File: config.mk
export PLATFORM = sky130hd
export DESIGN_NAME = touch_readout
export DESIGN_NICKNAME = d
export VERILOG_FILES = /design/src/pkg/touch_pkg.sv /design/src/verilog/sync2.sv /design/src/verilog/chan_store.sv /design/src/verilog/touch_readout.sv
export SDC_FILE = /design/constraint.sdc
export NUM_CORES = 1
export LEC_CHECK = 0
export ABC_AREA = 1
export BUFFER_PORTS_ARGS = -buffer_cell sky130_fd_sc_hd__buf_2
export CORE_MARGIN = 3
export CORE_UTILIZATION = 49
export CTS_CLUSTER_DIAMETER = 150
export CTS_CLUSTER_SIZE = 25
export DETAILED_ROUTE_END_ITERATION = 8
export GPL_TIMING_DRIVEN = 0
export PLACE_DENSITY_LB_ADDON = 0.3
export SLEW_MARGIN = 30
export SYNTH_ARGS = -nofsm -noshare
export SYNTH_HDL_FRONTEND = slang
export SYNTH_SLANG_ARGS = --single-unit
File: constraint.sdc
create_clock -name mclk -period 2.1 [get_ports mclk]
set_input_delay 0.105 -clock mclk [delete_from_list [all_inputs] [get_ports mclk]]
set_output_delay 0.105 -clock mclk [all_outputs]
set_load 0.01 [all_outputs]
File: src/pkg/touch_pkg.sv
/*
 * Shared constants for the resistive touch readout: register offsets,
 * field positions, reset values, plate bias codes, channel ids, timing.
 * Assumes a 25 MHz mclk and a word-aligned plain register port.
 */
package touch_pkg;

    // ---------------------------------------------------------------
    // Register byte offsets
    // ---------------------------------------------------------------
    localparam logic [7:0] OFF_CTRL0   = 8'h00; // mode, settle delay
    localparam logic [7:0] OFF_CTRL1   = 8'h04; // pull resistor, aux use
    localparam logic [7:0] OFF_CHANMSK = 8'h08;
    localparam logic [7:0] OFF_STATUS  = 8'h0c;
    localparam logic [7:0] OFF_CMD     = 8'h10;
    localparam logic [7:0] OFF_RATE    = 8'h14;
    localparam logic [7:0] OFF_RES_LO  = 8'h20; // first result word
    localparam logic [7:0] OFF_RES_HI  = 8'h30; // last result word

    // ---------------------------------------------------------------
    // Field positions
    // ---------------------------------------------------------------
    localparam int CTRL0_MODE_LSB  = 0;  // two bits
    localparam int CTRL0_DLY_LSB   = 4;  // four bits
    localparam int CTRL1_PULL_LSB  = 0;  // two bits
    localparam int CTRL1_AUXTRG    = 2;
    localparam int CTRL1_RISE      = 3;
    localparam int CTRL1_FALL      = 4;
    localparam int CMD_START       = 0;
    localparam int STAT_PEN        = 0;
    localparam int STAT_DATA       = 1;
    localparam int STAT_BUSY       = 2;
    localparam int STAT_LEVEL      = 3;
    localparam int STAT_ADDR       = 4;

    // ---------------------------------------------------------------
    // Reset values
    // ---------------------------------------------------------------
    localparam logic [7:0] CTRL0_RST   = 8'h00;
    localparam logic [4:0] CTRL1_RST   = 5'h00;
    localparam logic [4:0] CHANMSK_RST = 5'h03; // X and Y
    localparam logic [7:0] RATE_RST    = 8'h10;

    // Operating modes
    localparam logic [1:0] MODE_MANUAL = 2'h0;
    localparam logic [1:0] MODE_AUTO   = 2'h1;
    localparam logic [1:0] MODE_PEN_INTERRUPT_MODE = 2'h2;
    localparam logic [1:0] MODE_PEN_TRIGGER_MODE = 2'h3;

    // Channel ids, also the sequence order
    localparam logic [2:0] CH_X    = 3'h0;
    localparam logic [2:0] CH_Y    = 3'h1;
    localparam logic [2:0] CH_Z1   = 3'h2;
    localparam logic [2:0] CH_Z2   = 3'h3;
    localparam logic [2:0] CH_AUX  = 3'h4;
    localparam logic [2:0] CH_END  = 3'h5;
    localparam logic [15:0] INVALID_WORD = 16'hffff;

    // Plate bias codes driven to the analog front end
    localparam logic [2:0] BIAS_OFF = 3'h0;
    localparam logic [2:0] BIAS_PEN = 3'h6; // X+ to Y- through pull resistor

    // ---------------------------------------------------------------
    // Timing
    // ---------------------------------------------------------------
    localparam int CLK_PERIOD_NS = 40;
    localparam int US_NS         = 1000;
    localparam int US_CYCLES     = (US_NS + CLK_PERIOD_NS - 1) / CLK_PERIOD_NS;
    localparam logic [4:0] US_LAST = 5'(US_CYCLES - 1);
    localparam int RATE_SHIFT    = 6; // auto interval = rate * 64 us

    // Sequencer states, Gray from IDLE through SELECT and SETTLE to SAMPLE
    typedef enum logic [2:0] {
        ST_IDLE   = 3'b000,
        ST_SELECT = 3'b001,
        ST_SETTLE = 3'b011,
        ST_SAMPLE = 3'b010,
        ST_WAIT   = 3'b110
    } seq_state_t;

endpackage

File: src/verilog/sync2.sv
/*
 * Two-flop synchroniser for pins and analog comparator levels.
 * Assumes the inputs are quasi-static levels; only the second stage
 * is visible outside.
 */
`timescale 1ns/1ns
`default_nettype none

module sync2 #(
    parameter int W = 1
) (
    // Clock and reset
    input  wire logic         mclk,
    input  wire logic         rst_n,
    // Levels
    input  wire logic [W-1:0] async_in,
    output logic      [W-1:0] sync_out
);

    logic [W-1:0] meta_q;

    // Two stages, first read only by the second
    always_ff @(posedge mclk) begin
        if (!rst_n) begin
            meta_q   <= '0;
            sync_out <= '0;
        end else begin
            meta_q   <= async_in;
            sync_out <= meta_q;
        end
    end

endmodule

`default_nettype wire

File: src/verilog/chan_store.sv
/*
 * Result store: eight 16-bit words, one write port, one read port
 * whose data come out of a register one cycle after the address.
 * Assumes a single writer, the conversion sequencer.
 */
`timescale 1ns/1ns
`default_nettype none

module chan_store (
    // Clock
    input  wire logic        mclk,
    // Write port
    input  wire logic        we,
    input  wire logic [2:0]  waddr,
    input  wire logic [15:0] wdata,
    // Read port
    input  wire logic [2:0]  raddr,
    output logic      [15:0] rdata
);

    logic [15:0] mem [8];

    // Write and registered read
    always_ff @(posedge mclk) begin
        if (we) begin
            mem[waddr] <= wdata;
        end
        rdata <= mem[raddr];
    end

endmodule

`default_nettype wire

File: src/verilog/touch_readout.sv
/*
 * Control logic of a four-wire resistive touch panel readout: plate bias
 * sequencing, settle timing, pen detection, aux trigger, result words,
 * status flags and the open-drain host interrupt.
 * Assumes a converter on mclk (start pulse, done pulse, 12-bit code)
 * and a register master on the plain port; the serial host link that
 * uses the address select bit lives outside.
 */
// Local design decisions: the strobed register port and the register addresses.
`timescale 1ns/1ns
`default_nettype none

module touch_readout (
    // Clock and hardware reset
    input  wire logic        mclk,
    input  wire logic        rst_n,
    // Register port
    input  wire logic [7:0]  addr,
    input  wire logic [15:0] wdata,
    input  wire logic        wr,
    input  wire logic        rd,
    output logic      [15:0] rdata,
    // Analog front end
    output logic      [2:0]  plate_bias,
    output logic      [1:0]  pen_pull_resistor,
    input  wire logic        pen_cmp,
    output logic             adc_start,
    input  wire logic        adc_done,
    input  wire logic [11:0] adc_code,
    // Pins
    input  wire logic        aux_pin,
    input  wire logic        addr_select_pin,
    output logic             addr_lsb,
    output logic             host_irq_n_out,
    output logic             host_irq_n_oe
);

    // ---------------------------------------------------------------
    // State record
    // ---------------------------------------------------------------
    typedef struct packed {
        touch_pkg::seq_state_t st;
        logic [7:0]  ctrl0;
        logic [4:0]  ctrl1;
        logic [4:0]  chmask;
        logic [7:0]  rate;
        logic        pen_flag;
        logic        data_flag;
        logic        irq;
        logic        pen_prev;
        logic        aux_prev;
        logic        pen_ok;
        logic [2:0]  ch;
        logic [15:0] dly;
        logic [4:0]  tick_cnt;
        logic        tick;
        logic        adc_start;
        logic [2:0]  bias;
        logic        rsel_mem;
        logic [15:0] rdata;
        logic        addr_lsb;
        logic        mem_we;
        logic [2:0]  mem_wa;
        logic [15:0] mem_wd;
    } state_t;

    state_t s_q;
    state_t s_d;

    logic        pen_lvl;
    logic        aux_lvl;
    logic        asel_lvl;
    logic [15:0] mem_rd;
    logic [2:0]  mem_ra;
    logic [1:0]  mode;
    logic        det_active;
    logic        det_evt;
    logic        aux_evt;
    logic        stat_rd;
    logic        seq_start;

    // Result word: id in bits 14:12, code below
    function automatic logic [15:0] chan_word(input logic [2:0] id,
                                              input logic [11:0] code);
        chan_word = {1'b0, id, code};
    endfunction

    // Channel enabled for conversion
    function automatic logic chan_on(input logic [4:0] msk,
                                     input logic       auxtrg,
                                     input logic [2:0] id);
        if (id == touch_pkg::CH_AUX) begin
            chan_on = msk[4] && !auxtrg;
        end else begin
            chan_on = msk[id];
        end
    endfunction

    // ---------------------------------------------------------------
    // Synchronisers and result store
    // ---------------------------------------------------------------
    // comparator, aux pin and address select pin synchronised
    sync2 #(.W(3)) u_sync (
        .mclk     (mclk),
        .rst_n    (rst_n),
        .async_in ({pen_cmp, aux_pin, addr_select_pin}),
        .sync_out ({pen_lvl, aux_lvl, asel_lvl})
    );

    chan_store u_store (
        .mclk  (mclk),
        .we    (s_q.mem_we),
        .waddr (s_q.mem_wa),
        .wdata (s_q.mem_wd),
        .raddr (mem_ra),
        .rdata (mem_rd)
    );

    // Result words live in the store; its register stands in for ours
    assign mem_ra = 3'((addr - touch_pkg::OFF_RES_LO) >> 2);

    // ---------------------------------------------------------------
    // Event decode
    // ---------------------------------------------------------------
    assign mode       = s_q.ctrl0[touch_pkg::CTRL0_MODE_LSB +: 2];
    // Comparator is only meaningful while the detect bias is applied
    assign det_active = (s_q.bias == touch_pkg::BIAS_PEN);
    assign det_evt    = det_active && pen_lvl && !s_q.pen_prev;
    assign aux_evt    = s_q.ctrl1[touch_pkg::CTRL1_AUXTRG] &&
                        ((s_q.ctrl1[touch_pkg::CTRL1_RISE] && aux_lvl && !s_q.aux_prev) ||
                         (s_q.ctrl1[touch_pkg::CTRL1_FALL] && !aux_lvl && s_q.aux_prev));
    assign stat_rd    = rd && (addr == touch_pkg::OFF_STATUS);
    assign seq_start  = (wr && addr == touch_pkg::OFF_CMD && wdata[touch_pkg::CMD_START]) ||
                        (mode == touch_pkg::MODE_PEN_TRIGGER_MODE && det_evt) ||
                        (mode == touch_pkg::MODE_AUTO) || aux_evt;

    // ---------------------------------------------------------------
    // Next state
    // ---------------------------------------------------------------
    always_comb begin
        s_d           = s_q;
        s_d.adc_start = 1'b0;
        s_d.mem_we    = 1'b0;
        s_d.rsel_mem  = 1'b0;
        s_d.aux_prev  = aux_lvl;
        s_d.addr_lsb  = asel_lvl;
        // Detect edge needs a release first, so a held pen fires once
        s_d.pen_prev  = det_active ? pen_lvl : 1'b1;

        // Microsecond enable divider
        s_d.tick     = (s_q.tick_cnt == touch_pkg::US_LAST);
        s_d.tick_cnt = s_d.tick ? 5'h00 : s_q.tick_cnt + 5'h01;

        // Register writes
        if (wr) begin
            case (addr)
                touch_pkg::OFF_CTRL0:   s_d.ctrl0  = wdata[7:0];
                touch_pkg::OFF_CTRL1:   s_d.ctrl1  = wdata[4:0];
                touch_pkg::OFF_CHANMSK: s_d.chmask = wdata[4:0];
                touch_pkg::OFF_RATE:    s_d.rate   = wdata[7:0];
                default:                s_d.rate   = s_q.rate;
            endcase
        end

        // Register reads, answered in the next cycle
        s_d.rdata = 16'h0000;
        if (rd) begin
            case (addr)
                touch_pkg::OFF_CTRL0:   s_d.rdata = {8'h00, s_q.ctrl0};
                touch_pkg::OFF_CTRL1:   s_d.rdata = {11'h000, s_q.ctrl1};
                touch_pkg::OFF_CHANMSK: s_d.rdata = {11'h000, s_q.chmask};
                touch_pkg::OFF_RATE:    s_d.rdata = {8'h00, s_q.rate};
                touch_pkg::OFF_STATUS: begin
                    s_d.rdata[touch_pkg::STAT_PEN]   = s_q.pen_flag;
                    s_d.rdata[touch_pkg::STAT_DATA]  = s_q.data_flag;
                    s_d.rdata[touch_pkg::STAT_BUSY]  = (s_q.st != touch_pkg::ST_IDLE);
                    s_d.rdata[touch_pkg::STAT_LEVEL] = pen_lvl;
                    s_d.rdata[touch_pkg::STAT_ADDR]  = s_q.addr_lsb;
                end
                default: begin
                    s_d.rsel_mem = (addr >= touch_pkg::OFF_RES_LO) &&
                                   (addr <= touch_pkg::OFF_RES_HI) && (addr[1:0] == 2'h0);
                end
            endcase
        end

        if (stat_rd) begin
            s_d.pen_flag  = 1'b0;
            s_d.data_flag = 1'b0;
        end
        if (det_evt) begin
            s_d.pen_flag = 1'b1;
        end

        // Conversion sequencer
        case (s_q.st)
            touch_pkg::ST_IDLE, touch_pkg::ST_WAIT: begin
                s_d.bias = touch_pkg::BIAS_PEN;
                if (s_q.st == touch_pkg::ST_IDLE ? seq_start :
                    (mode != touch_pkg::MODE_AUTO || (s_q.tick && s_q.dly == 16'h0000))) begin
                    s_d.st     = touch_pkg::ST_SELECT;
                    s_d.ch     = touch_pkg::CH_X;
                    s_d.pen_ok = pen_lvl;
                    if (s_q.st == touch_pkg::ST_WAIT && mode != touch_pkg::MODE_AUTO) begin
                        s_d.st = touch_pkg::ST_IDLE;
                    end
                end else if (s_q.tick && s_q.dly != 16'h0000) begin
                    s_d.dly = s_q.dly - 16'h0001;
                end
            end
            touch_pkg::ST_SELECT: begin
                s_d.bias = touch_pkg::BIAS_OFF;
                if (s_q.ch == touch_pkg::CH_END) begin
                    s_d.data_flag = 1'b1;
                    s_d.st        = touch_pkg::ST_IDLE;
                    if (mode == touch_pkg::MODE_AUTO) begin
                        s_d.st  = touch_pkg::ST_WAIT;
                        s_d.dly = 16'({s_q.rate, 6'h00});
                    end
                end else if (chan_on(s_q.chmask, s_q.ctrl1[touch_pkg::CTRL1_AUXTRG], s_q.ch)) begin
                    s_d.bias = s_q.ch + 3'h1;
                    // settle count, one extra tick rounds up
                    s_d.dly  = 16'h0001 << s_q.ctrl0[touch_pkg::CTRL0_DLY_LSB +: 4];
                    s_d.st   = touch_pkg::ST_SETTLE;
                end else begin
                    s_d.ch = s_q.ch + 3'h1;
                end
            end
            touch_pkg::ST_SETTLE: begin
                if (s_q.tick) begin
                    if (s_q.dly == 16'h0000) begin
                        s_d.adc_start = 1'b1;
                        s_d.st        = touch_pkg::ST_SAMPLE;
                    end else begin
                        s_d.dly = s_q.dly - 16'h0001;
                    end
                end
            end
            touch_pkg::ST_SAMPLE: begin
                if (adc_done) begin
                    s_d.mem_we = 1'b1;
                    s_d.mem_wa = s_q.ch;
                    s_d.mem_wd = chan_word(s_q.ch, adc_code);
                    if (!s_q.pen_ok && s_q.ch != touch_pkg::CH_AUX) begin
                        s_d.mem_wd = touch_pkg::INVALID_WORD;
                    end
                    s_d.ch = s_q.ch + 3'h1;
                    s_d.st = touch_pkg::ST_SELECT;
                end
            end
            default: s_d.st = touch_pkg::ST_IDLE;
        endcase

        // pen interrupt only in pen-detect mode
        s_d.irq = (s_d.pen_flag && mode == touch_pkg::MODE_PEN_INTERRUPT_MODE) || s_d.data_flag;
    end

    // ---------------------------------------------------------------
    // State register
    // ---------------------------------------------------------------
    // hardware reset clears, then loads the register reset values
    always_ff @(posedge mclk) begin
        if (!rst_n) begin
            s_q        <= '0;
            s_q.ctrl0  <= touch_pkg::CTRL0_RST;
            s_q.ctrl1  <= touch_pkg::CTRL1_RST;
            s_q.chmask <= touch_pkg::CHANMSK_RST;
            s_q.rate   <= touch_pkg::RATE_RST;
            s_q.st     <= touch_pkg::ST_IDLE;
        end else begin
            s_q <= s_d;
        end
    end

    // Outputs
    assign rdata             = s_q.rsel_mem ? mem_rd : s_q.rdata;
    assign plate_bias        = s_q.bias;
    assign pen_pull_resistor = s_q.ctrl1[touch_pkg::CTRL1_PULL_LSB +: 2];
    assign adc_start         = s_q.adc_start;
    assign addr_lsb          = s_q.addr_lsb;
    assign host_irq_n_out    = 1'b0;
    assign host_irq_n_oe     = s_q.irq;
endmodule

`default_nettype wire

* Yosys cells after proc, flatten, opt, wreduce, memory -nomap -nowiden *
Memory sizes are Yosys's and may differ from the RTL's. A register that Yosys moved wholly into a read port is not among the register bits.
Index checks and enable logic that the tools add are counted.
Widths: inputs -> output; s select.

storage, ports and cells
  bits in read-only memories = 0
  memory bits (writable) = 128
  output and inout port bits = 25
  input port bits = 44
  memories = 1
  register bits after elaboration = 108
  logic and storage cells = 163
  bits in latches = 0

cells by class
  bitwise logic cells = 2
  eq/ne operators = 29
  multipliers = 0
  add/subtract/negate cells = 4
  muxes and demuxes = 44
  reductions and logical operators = 54
  divide/modulo/power cells = 0
  magnitude comparators = 3
  shift operators = 1

memories
  name         words  bits a word  rd ports  clocked after Yosys merged registers in  wr ports  line              source
  u_store.mem  8      16           1         1                                        1         chan_store.sv:21  logic [15:0] mem [8];

operator list
  kind                   count
  $mux 16                9
  $pmux 16 s3            1
  $mux 3                 13
  $pmux 5 s5             1
  $mux 20                1
  $logic_and 1x1->1      19
  $ne 2x2->1 const B     9
  $eq 8x4->1 const B     2
  $eq 8x5->1 const B     2
  $logic_not 16->1       1
  $reduce_and 2->1       8
  $reduce_bool 16->1     1
  $shl 1x4->16 const A   1
  $sub 16x1->16 const B  1
  $mux 1                 13
  $eq 3x3->1 const B     4
  $pmux 3 s2             2
  $pmux 3 s4             1
  $reduce_and 5->1       2
  $ne 3x3->1 const B     3
  $pmux 3 s3             1
  $reduce_bool 3->1      3
  $eq 8x3->1 const B     1
  $ge 8x6->1 const B     1
  other kinds (24)       37

* Logic depth before layout (Yosys ltp) *
Gate-level depths: netlist (run 1).

  depth in word-level cells = 10
  mapped depth = 14
  depth with buffers taken out = 14

* Cells and area by module *
A second synthesis (run 1) with hierarchy kept.

second synthesis, totals
  cells, all modules = 1346
  area, all modules = 11064.4 um2

by module, submodules not included
  module         area an instance (um2)  cells an instance  seq. area each (um2)  times used
  chan_store     5989.5                  587                4164.0                1
  touch_readout  4909.7                  741                1881.8                1
  sync2          165.2                   18                 120.1                 1

* Least setup slack after synthesis (run 1) *
Ideal clock, no wire load.

  kind = flip-flop to flip-flop
  start = reg s_q[64] (netlist name)
  end = reg s_q[55] (netlist name)
  data required time = 1.985 ns
  path buffers = 1
  arrival = 1.615 ns
  slack = 0.370 ns
  stages on the path, launching flop included = 14
  library setup time = 0.115 ns
  cells stage by stage = dfxtp_1 inv_1 ha_1 nor2_1 nand3_1 nand2_1 nand2_1 nand3_1 nand2_2 nor2_8 buf_8 nand3b_1 nand2_1 nor2_1

on the way
  longest elaborated chain between the ends = 7
  elaborated cells between the ends (all ways) = 12

RTL lines
  item                               line                  source
  from (decl)                        touch_readout.sv:67   state_t s_q;
  $bmux 1 s3                         touch_readout.sv:95   chan_on = msk[id];
  $mux 1 (implied by the code)       touch_readout.sv:95
  $mux 1                             touch_readout.sv:92   if (id == touch_pkg::CH_AUX) begin
  $mux 1                             touch_readout.sv:213  if (s_q.ch == touch_pkg::CH_END) begin
  $mux 1                             touch_readout.sv:196  case (s_q.st)
  $ne 3x3->1 (no source line)        --
  $reduce_and 7->1 (no source line)  --

Several ways; a longest one is shown, not always the timed one. The select of a mux whose other input is x is not followed.
A chain may end at the register's enable or synchronous reset.

* Worst setup path after layout (run 1) *
  start = in addr[7]
  end = reg s_q[37] (netlist name)

on the way
  longest elaborated chain between the ends = 3
  elaborated cells between the ends (all ways) = 10

RTL lines
  item                                      line                                        source
  from (decl)                               touch_readout.sv:18                         input wire logic [7:0] addr,
  $ge 8x6->1 or $le 8x6->1 (tied branches)  touch_readout.sv:181, touch_readout.sv:182
  $logic_and 1x1->1                         touch_readout.sv:181                        s_d.rsel_mem = (addr >= touch_pkg::OFF_RES_LO) &&
  $logic_and 1x1->1                         touch_readout.sv:182                        (addr <= touch_pkg::OFF_RES_HI) && (addr[1:0] == 2'h0);

Several ways; a longest one is shown, not always the timed one.

==> reports/results.tsv, run 1 <==
metric	value	unit
p_per_area	999.8	mW/mm2
firstDrtPassIters	5	
cts-htree-levels	1	
cp-startpoint	addr[7]	
yosysWarningCount	0	
cp-start-kind	primary input	
finalCritPeriodShare	0.9446	
endpoint_kind	flip-flop	
ctsLongestPathBuffers	3	
crit_path_cell_trace	dlygate4sd3_1 -> buf_2 -> nor2_2 -> dlygate4sd3_1 -> nand2_1 -> dlygate4sd3_1 -> nor4_1	
cp_data_required_time	2490	ps
cap_viol_max_count	0	
vias	7898	
use_met2	0.3922	
reg2reg_to	s_q[99]$_SDFFE_PN0P_	
fmax	0.5041	GHz
drc	0	
synth-seq-cells	244	
io_buffers	58	
ir_worst_vdd	0.5959	mV
synth_top_flop_cell	edfxtp_1	
hold_viol_final	0	
grt_pass1_vias	7565	
drtIter0Drc	634	
setup.worst_path.class	in2reg	
start_util	0.5018	
syn-num-nets	1114	
post_dp_cell_area	0.01090	mm2
io_pins	69	
finClkSkew	12.78	ps
timing.critical_path.slowest_cell_delay	600	ps
syn_area	0.01019	mm2
syn-instance-count	1063	
rr_worst_depth	12	
critPathArrivalTime	2370	ps
ys_async_sr_fraction	0	
die_area	0.02255	mm2
path_max_fanout	4	
worst_pin_slew	749.1	ps
viasPerCell	5.470	
design_area	0.01157	mm2
clk_pin_slew	100	ps
cts_setup_buffers	0	
seqPwrFrac	0.493	
r2r_slack	120	ps
antenna_found_initial	0	
gr-total-overflow	0	
drt-total-wl	25.86	mm
stdcell_count	1444	
layout.nets	1219	
antennaDiodeCount	0	
path_common_cell	dlygate4sd3_1	
dpl.cell_count	1395	
clk_latency	480	ps
core	0.02030	mm2
synth_edf_count	128	
gr-usage-met1	0.3236	
p_leak	4.413	nW
cts_made_buffers	13	
final_core_util	0.5700	
avgSynthCellArea	9.582	um2
cts-root-buf	clkbuf_16	
pwr-share-clk	0.229	
die-width	150.2	um
synthTopCellsByArea	edfxtp_1 38%, dfxtp_1 23%, nand2_1 8.1%	
yosysSeqAreaShare	0.6053	
swShare	0.3296	
area_growth	13.60	%
wire_per_inst	17.91	um
hpwl	18.00	mm
rows	52	
maxSlewHeadroom	0.5006	
intPower	7.755	mW
globalRoute.busiestLayer	met2	
ys_types	48	
netlist.area_leader.share	0.3773	
grtUsageMet3	0.02498	
ant_nets	0	
cts_tree	yes	
crit_path_end	s_q[37]$_SDFF_PP0_	
grt_max_degree	27	
drv_slew	0	
r2r-start	s_q[101]$_SDFFE_PN0P_	
p_sw	3.813	mW
hp-class	in2reg	
outcome	finished clean	
die_h	150.2	um
power	11.57	mW
grt_pass1_wl	40.75	mm
synth_top_cell_by_area	edfxtp_1	
min_period	1984	ps
grt_util_all_layers	0.2318	
drive_gt1_frac	0.1286	
combPwrFrac	0.278	
cpMaxStageDelayCell	dlygate4sd3_1	
fin_tns_setup	0	ps
gp_congestion	0.9288	
setup_viol	0	
cts_sinks	244	
==> worst max-delay path, delay by kind of cell <==
family	cells	cell delay (ps)
buf+inv	4	1830
simple gates	3	440
==> placed cells by master (no fill, tap or decap), types with 20 or more instances in the layout <==
cell type      count
clkbuf_1          32
o21ai_0           47
nor2_1           106
edfxtp_1         128
buf_2             63
a31oi_1           20
nand2_1          218
inv_1             96
a22oi_1           37
dlygate4sd3_1     29
a21oi_1           69
nand3_1           48
dfxtp_1          114
==> flip-flops by register name, indices dropped and copies added (netlist names) <==
register           flops
u_store.mem          128
pen_pull_resistor      2
host_irq_n_oe          1
addr_lsb               1
s_q                   84
u_sync.sync_out        3
plate_bias             3
u_sync.meta_q          3
adc_start              1
u_store.rdata         16
mode                   2
==> power by group through the flow <==
stage / clock network (mW) / logic, mW / registers, mW
after CTS: 2.69 / 3.18 / 5.69
after detailed placement: 0 / 3.12 / 5.80
after global placement: 0 / 3.07 / 5.78
final: 2.65 / 3.22 / 5.71
after floorplan: 0 / 2.43 / 5.69
after global routing: 2.86 / 3.61 / 5.75
==> timing repair <==
item                                   in CTS  in global routing
gates cloned                                0                  0
hold buffers                               29                  0
setup endpoints to repair                  10                 34
endpoints found under the hold margin      40                  0
resized for setup                           2                  7
==> through the flow <==
| step | hold slack [ps] | worst slack (ps) |
|---|---|---|
| 2_1_floorplan | 202.6 | 369.6 |
| 3_3_place_gp | 290.1 | -99.79 |
| 3_5_place_dp | 292.2 | -67.88 |
| 4_1_cts | 67.46 | 2.370 |
| 5_1_grt | 102.2 | -7.130 |
| 6_report | 90.96 | 116.3 |
==> cell type report <==
class,instances,area (um2)
Timing Repair Buffer,91,629.4
Fill cell,1796,8728
Sequential cell,244,6168
Inverter,106,397.9
Clock inverter,1,8.758
Clock buffer,20,351.6
Buffer,44,240.2
Tap cell,270,337.8
Multi-Input combinational cell,668,3437
==> synthesized netlist by cell type (8+ instances only) <==
master    number
o22ai_1       17
a21oi_1       69
o21ai_0       47
clkbuf_1      27
edfxtp_1     128
a22oi_1       37
a31oi_1       20
nor3_1        11
dfxtp_1      116
inv_2          9
nand2_1      219
nand4_1       11
nand3_1       48
mux2_2         8
inv_1         97
nor2_1       115
==> logic make-up after synthesis <==
group           count (synthesis)  share of synthesized area
compound gates                213                     0.1263
xor+xnor                        4                   0.003440
fa+ha+maj                       7                   0.008598
buf+inv                       151                    0.06264
flops                         244                     0.6053
mux                             8                   0.008844
other cells                     1                  0.0003682
simple gates                  435                     0.1845
==> worst min path at each step <==
stage,start,endpoint,slack (ps),depth (start not counted)
4_1_cts,wr,s_q[81]$_SDFFE_PN1P_,70,3
3_3_place_gp,addr_select_pin,u_sync.meta_q[0]$_SDFF_PN0_,290,3
6_report,wr,s_q[81]$_SDFFE_PN1P_,90,3
5_1_grt,wr,s_q[81]$_SDFFE_PN1P_,100,3
2_1_floorplan,addr_select_pin,u_sync.meta_q[0]$_SDFF_PN0_,200,2
3_5_place_dp,aux_pin,u_sync.meta_q[1]$_SDFF_PN0_,290,3
==> metal layers <==
metal | up-vias | part of all wire
met3 | 29 | 0.062
met2 | 279 | 0.48
met4 | 0 | 0.020
met1 | 3775 | 0.44
met5 | - | 0
li1 | 3815 | -
(Power assumes the default switching activity.)
==> inputs of run 2 (changes only) <==
Settings changed: CORE_MARGIN 3 to 4.
==> reports/results.tsv, run 2 (synthesis results as in run 1) <==
metric	value	unit
start_util	0.5002	
vias	7944	
multi_input_area	0.003455	mm2
crit_path_cell_trace	inv_2 -> ha_2 -> inv_1 -> nor2_1 -> nand3_1 -> nor2_2 -> nand3_2 -> nand2_1 -> nand3_2 -> buf_6 -> buf_6 -> a21oi_1 -> nor2_1	
final_core_util	0.5714	
fmax	0.5006	GHz
cap_viol_max_count	0	
finClkSkew	12.91	ps
ant_nets	0	
io_pins	69	
clk_pin_slew	100	ps
critPathArrivalTime	2370	ps
finalCritPeriodShare	0.9512	
io_buffers	58	
gp_congestion	0.9367	
drive_gt1_frac	0.1385	
hpwl	17.83	mm
largest_reg_flops	128	
setup.worst_path.class	reg2reg	
die_h	152.2	um
grt_pass1_vias	7488	
ir_worst_vdd	0.8166	mV
cp-startpoint	s_q[48]$_SDFFE_PN0P_	
antenna_found_initial	0	
cts-root-buf	clkbuf_16	
regArea	0.006171	mm2
timing.critical_path.slowest_cell_delay	350	ps
die-width	152.2	um
r2r-start	s_q[48]$_SDFFE_PN0P_	
power	11.68	mW
final_cell_mix	219 x nand2_1, 128 x edfxtp_1, 114 x dfxtp_1, 103 x nor2_1, 95 x inv_1	
setup_viol	0	
cpMaxStageDelayCell	dfxtp_1	
grt_pass1_wl	39.78	mm
outcome	finished clean	
regMostFlops	u_store.mem	
hold_viol_final	0	
worst_pin_slew	691.9	ps
design_area	0.01164	mm2
grt_max_degree	27	
fin_ws	102.4	ps
cts_sinks	244	
endpoint_kind	flip-flop	
fill_cells	1783	
gr-total-overflow	0	
crit_path_end	s_q[53]$_SDFFE_PN0P_	
rows	52	
cp_data_required_time	2470	ps
post_dp_cell_area	0.01092	mm2
stdcell_count	1447	
drv_slew	0	
p_leak	4.437	nW
r2r_slack	100	ps
reg2reg_to	s_q[53]$_SDFFE_PN0P_	
min_period	1998	ps
dpl.cell_count	1396	
wire_per_inst	17.71	um
firstDrtPassIters	5	
reg_top3	u_store.mem: 128 flops, s_q: 84 flops, u_store.rdata: 16 flops	
drc	0	
cp-start-kind	flip-flop	
ctsLongestPathBuffers	3	
dp_slack	42.74	ps
cts_made_buffers	13	
layout.nets	1223	
grt_util_all_layers	0.2132	
cts_tree	yes	
viasPerCell	5.490	
hp-class	in2reg	
path_max_fanout	10	
antennaDiodeCount	0	
final_common_cell	nand2_1	
p_per_area	1004	mW/mm2
core	0.02036	mm2
clk_latency	470	ps
die_area	0.02316	mm2
maxSlewHeadroom	0.5388	
area_growth	14.24	%
drtIter0Drc	778	
rr_worst_depth	13	
cts-htree-levels	1	
drt-total-wl	25.62	mm
[run 2: cell type report]
class	instances	share of cell area
well taps	270	0.02903
flip-flops and latches	244	0.5303
clock inverters	1	0.0007527
clock buffers	19	0.02989
inverters	106	0.03419
multi-input cells	668	0.2969
repair buffers	95	0.05817
plain buffers	44	0.02075
[run 2: stage by stage]
| step | hold slack [ps] | TNS [ps] |
|---|---|---|
| after floorplan | 202.6 | 0 |
| after global placement | 287.2 | -6360 |
| after detailed placement | 291.4 | 0 |
| after CTS | 0.7174 | 0 |
| after global routing | 76.80 | -16.39 |
| final | 59.45 | 0 |
[run 2: critical path: cells and delay by family, from the launching register on]
kind	cells	cell delay, ps
AND/OR/NAND/NOR	7	730
buffers and inverters	4	460
flip-flops	1	350
AO/OA/AOI/OAI	1	190
adder cells (fa/ha/maj)	1	180
[run 2: layer usage]
metal | up-vias | part of all wire | track usage
met5 | - | 0 | 0
met4 | 0 | 0.031 | 0.06892
met3 | 64 | 0.084 | 0.03692
met2 | 357 | 0.44 | 0.3262
met1 | 3680 | 0.45 | 0.3113
li1 | 3843 | - | -
[run 2: worst min-delay path by stage]
stage               depth (start not counted)                          end             from  slack, ps
finish                                      4           s_q[37]$_SDFF_PP0_          addr[2]         60
floorplan                                   2  u_sync.meta_q[0]$_SDFF_PN0_  addr_select_pin        200
detailed placement                          3  u_sync.meta_q[0]$_SDFF_PN0_  addr_select_pin        290
CTS                                         4           s_q[37]$_SDFF_PP0_          addr[2]        0.7
global placement                            3  u_sync.meta_q[2]$_SDFF_PN0_          pen_cmp        290
global route                                4           s_q[37]$_SDFF_PP0_          addr[2]         80
[run 2: timing repair]
item                       4_1_cts  5_1_grt
buffers inserted                 0        4
pin swaps                        0        2
gates resized for setup          2       16
hold endpoints to repair        33        0
setup endpoints to repair       10       29
hold buffers                    28        0
[run 2: power breakdown]
group | total (mW) | switching, mW | internal [mW]
registers | 5.72 | 0.342 | 5.38
logic | 3.34 | 2.05 | 1.29
clock network | 2.62 | 1.45 | 1.17
total | 11.7 | 3.84 | 7.84
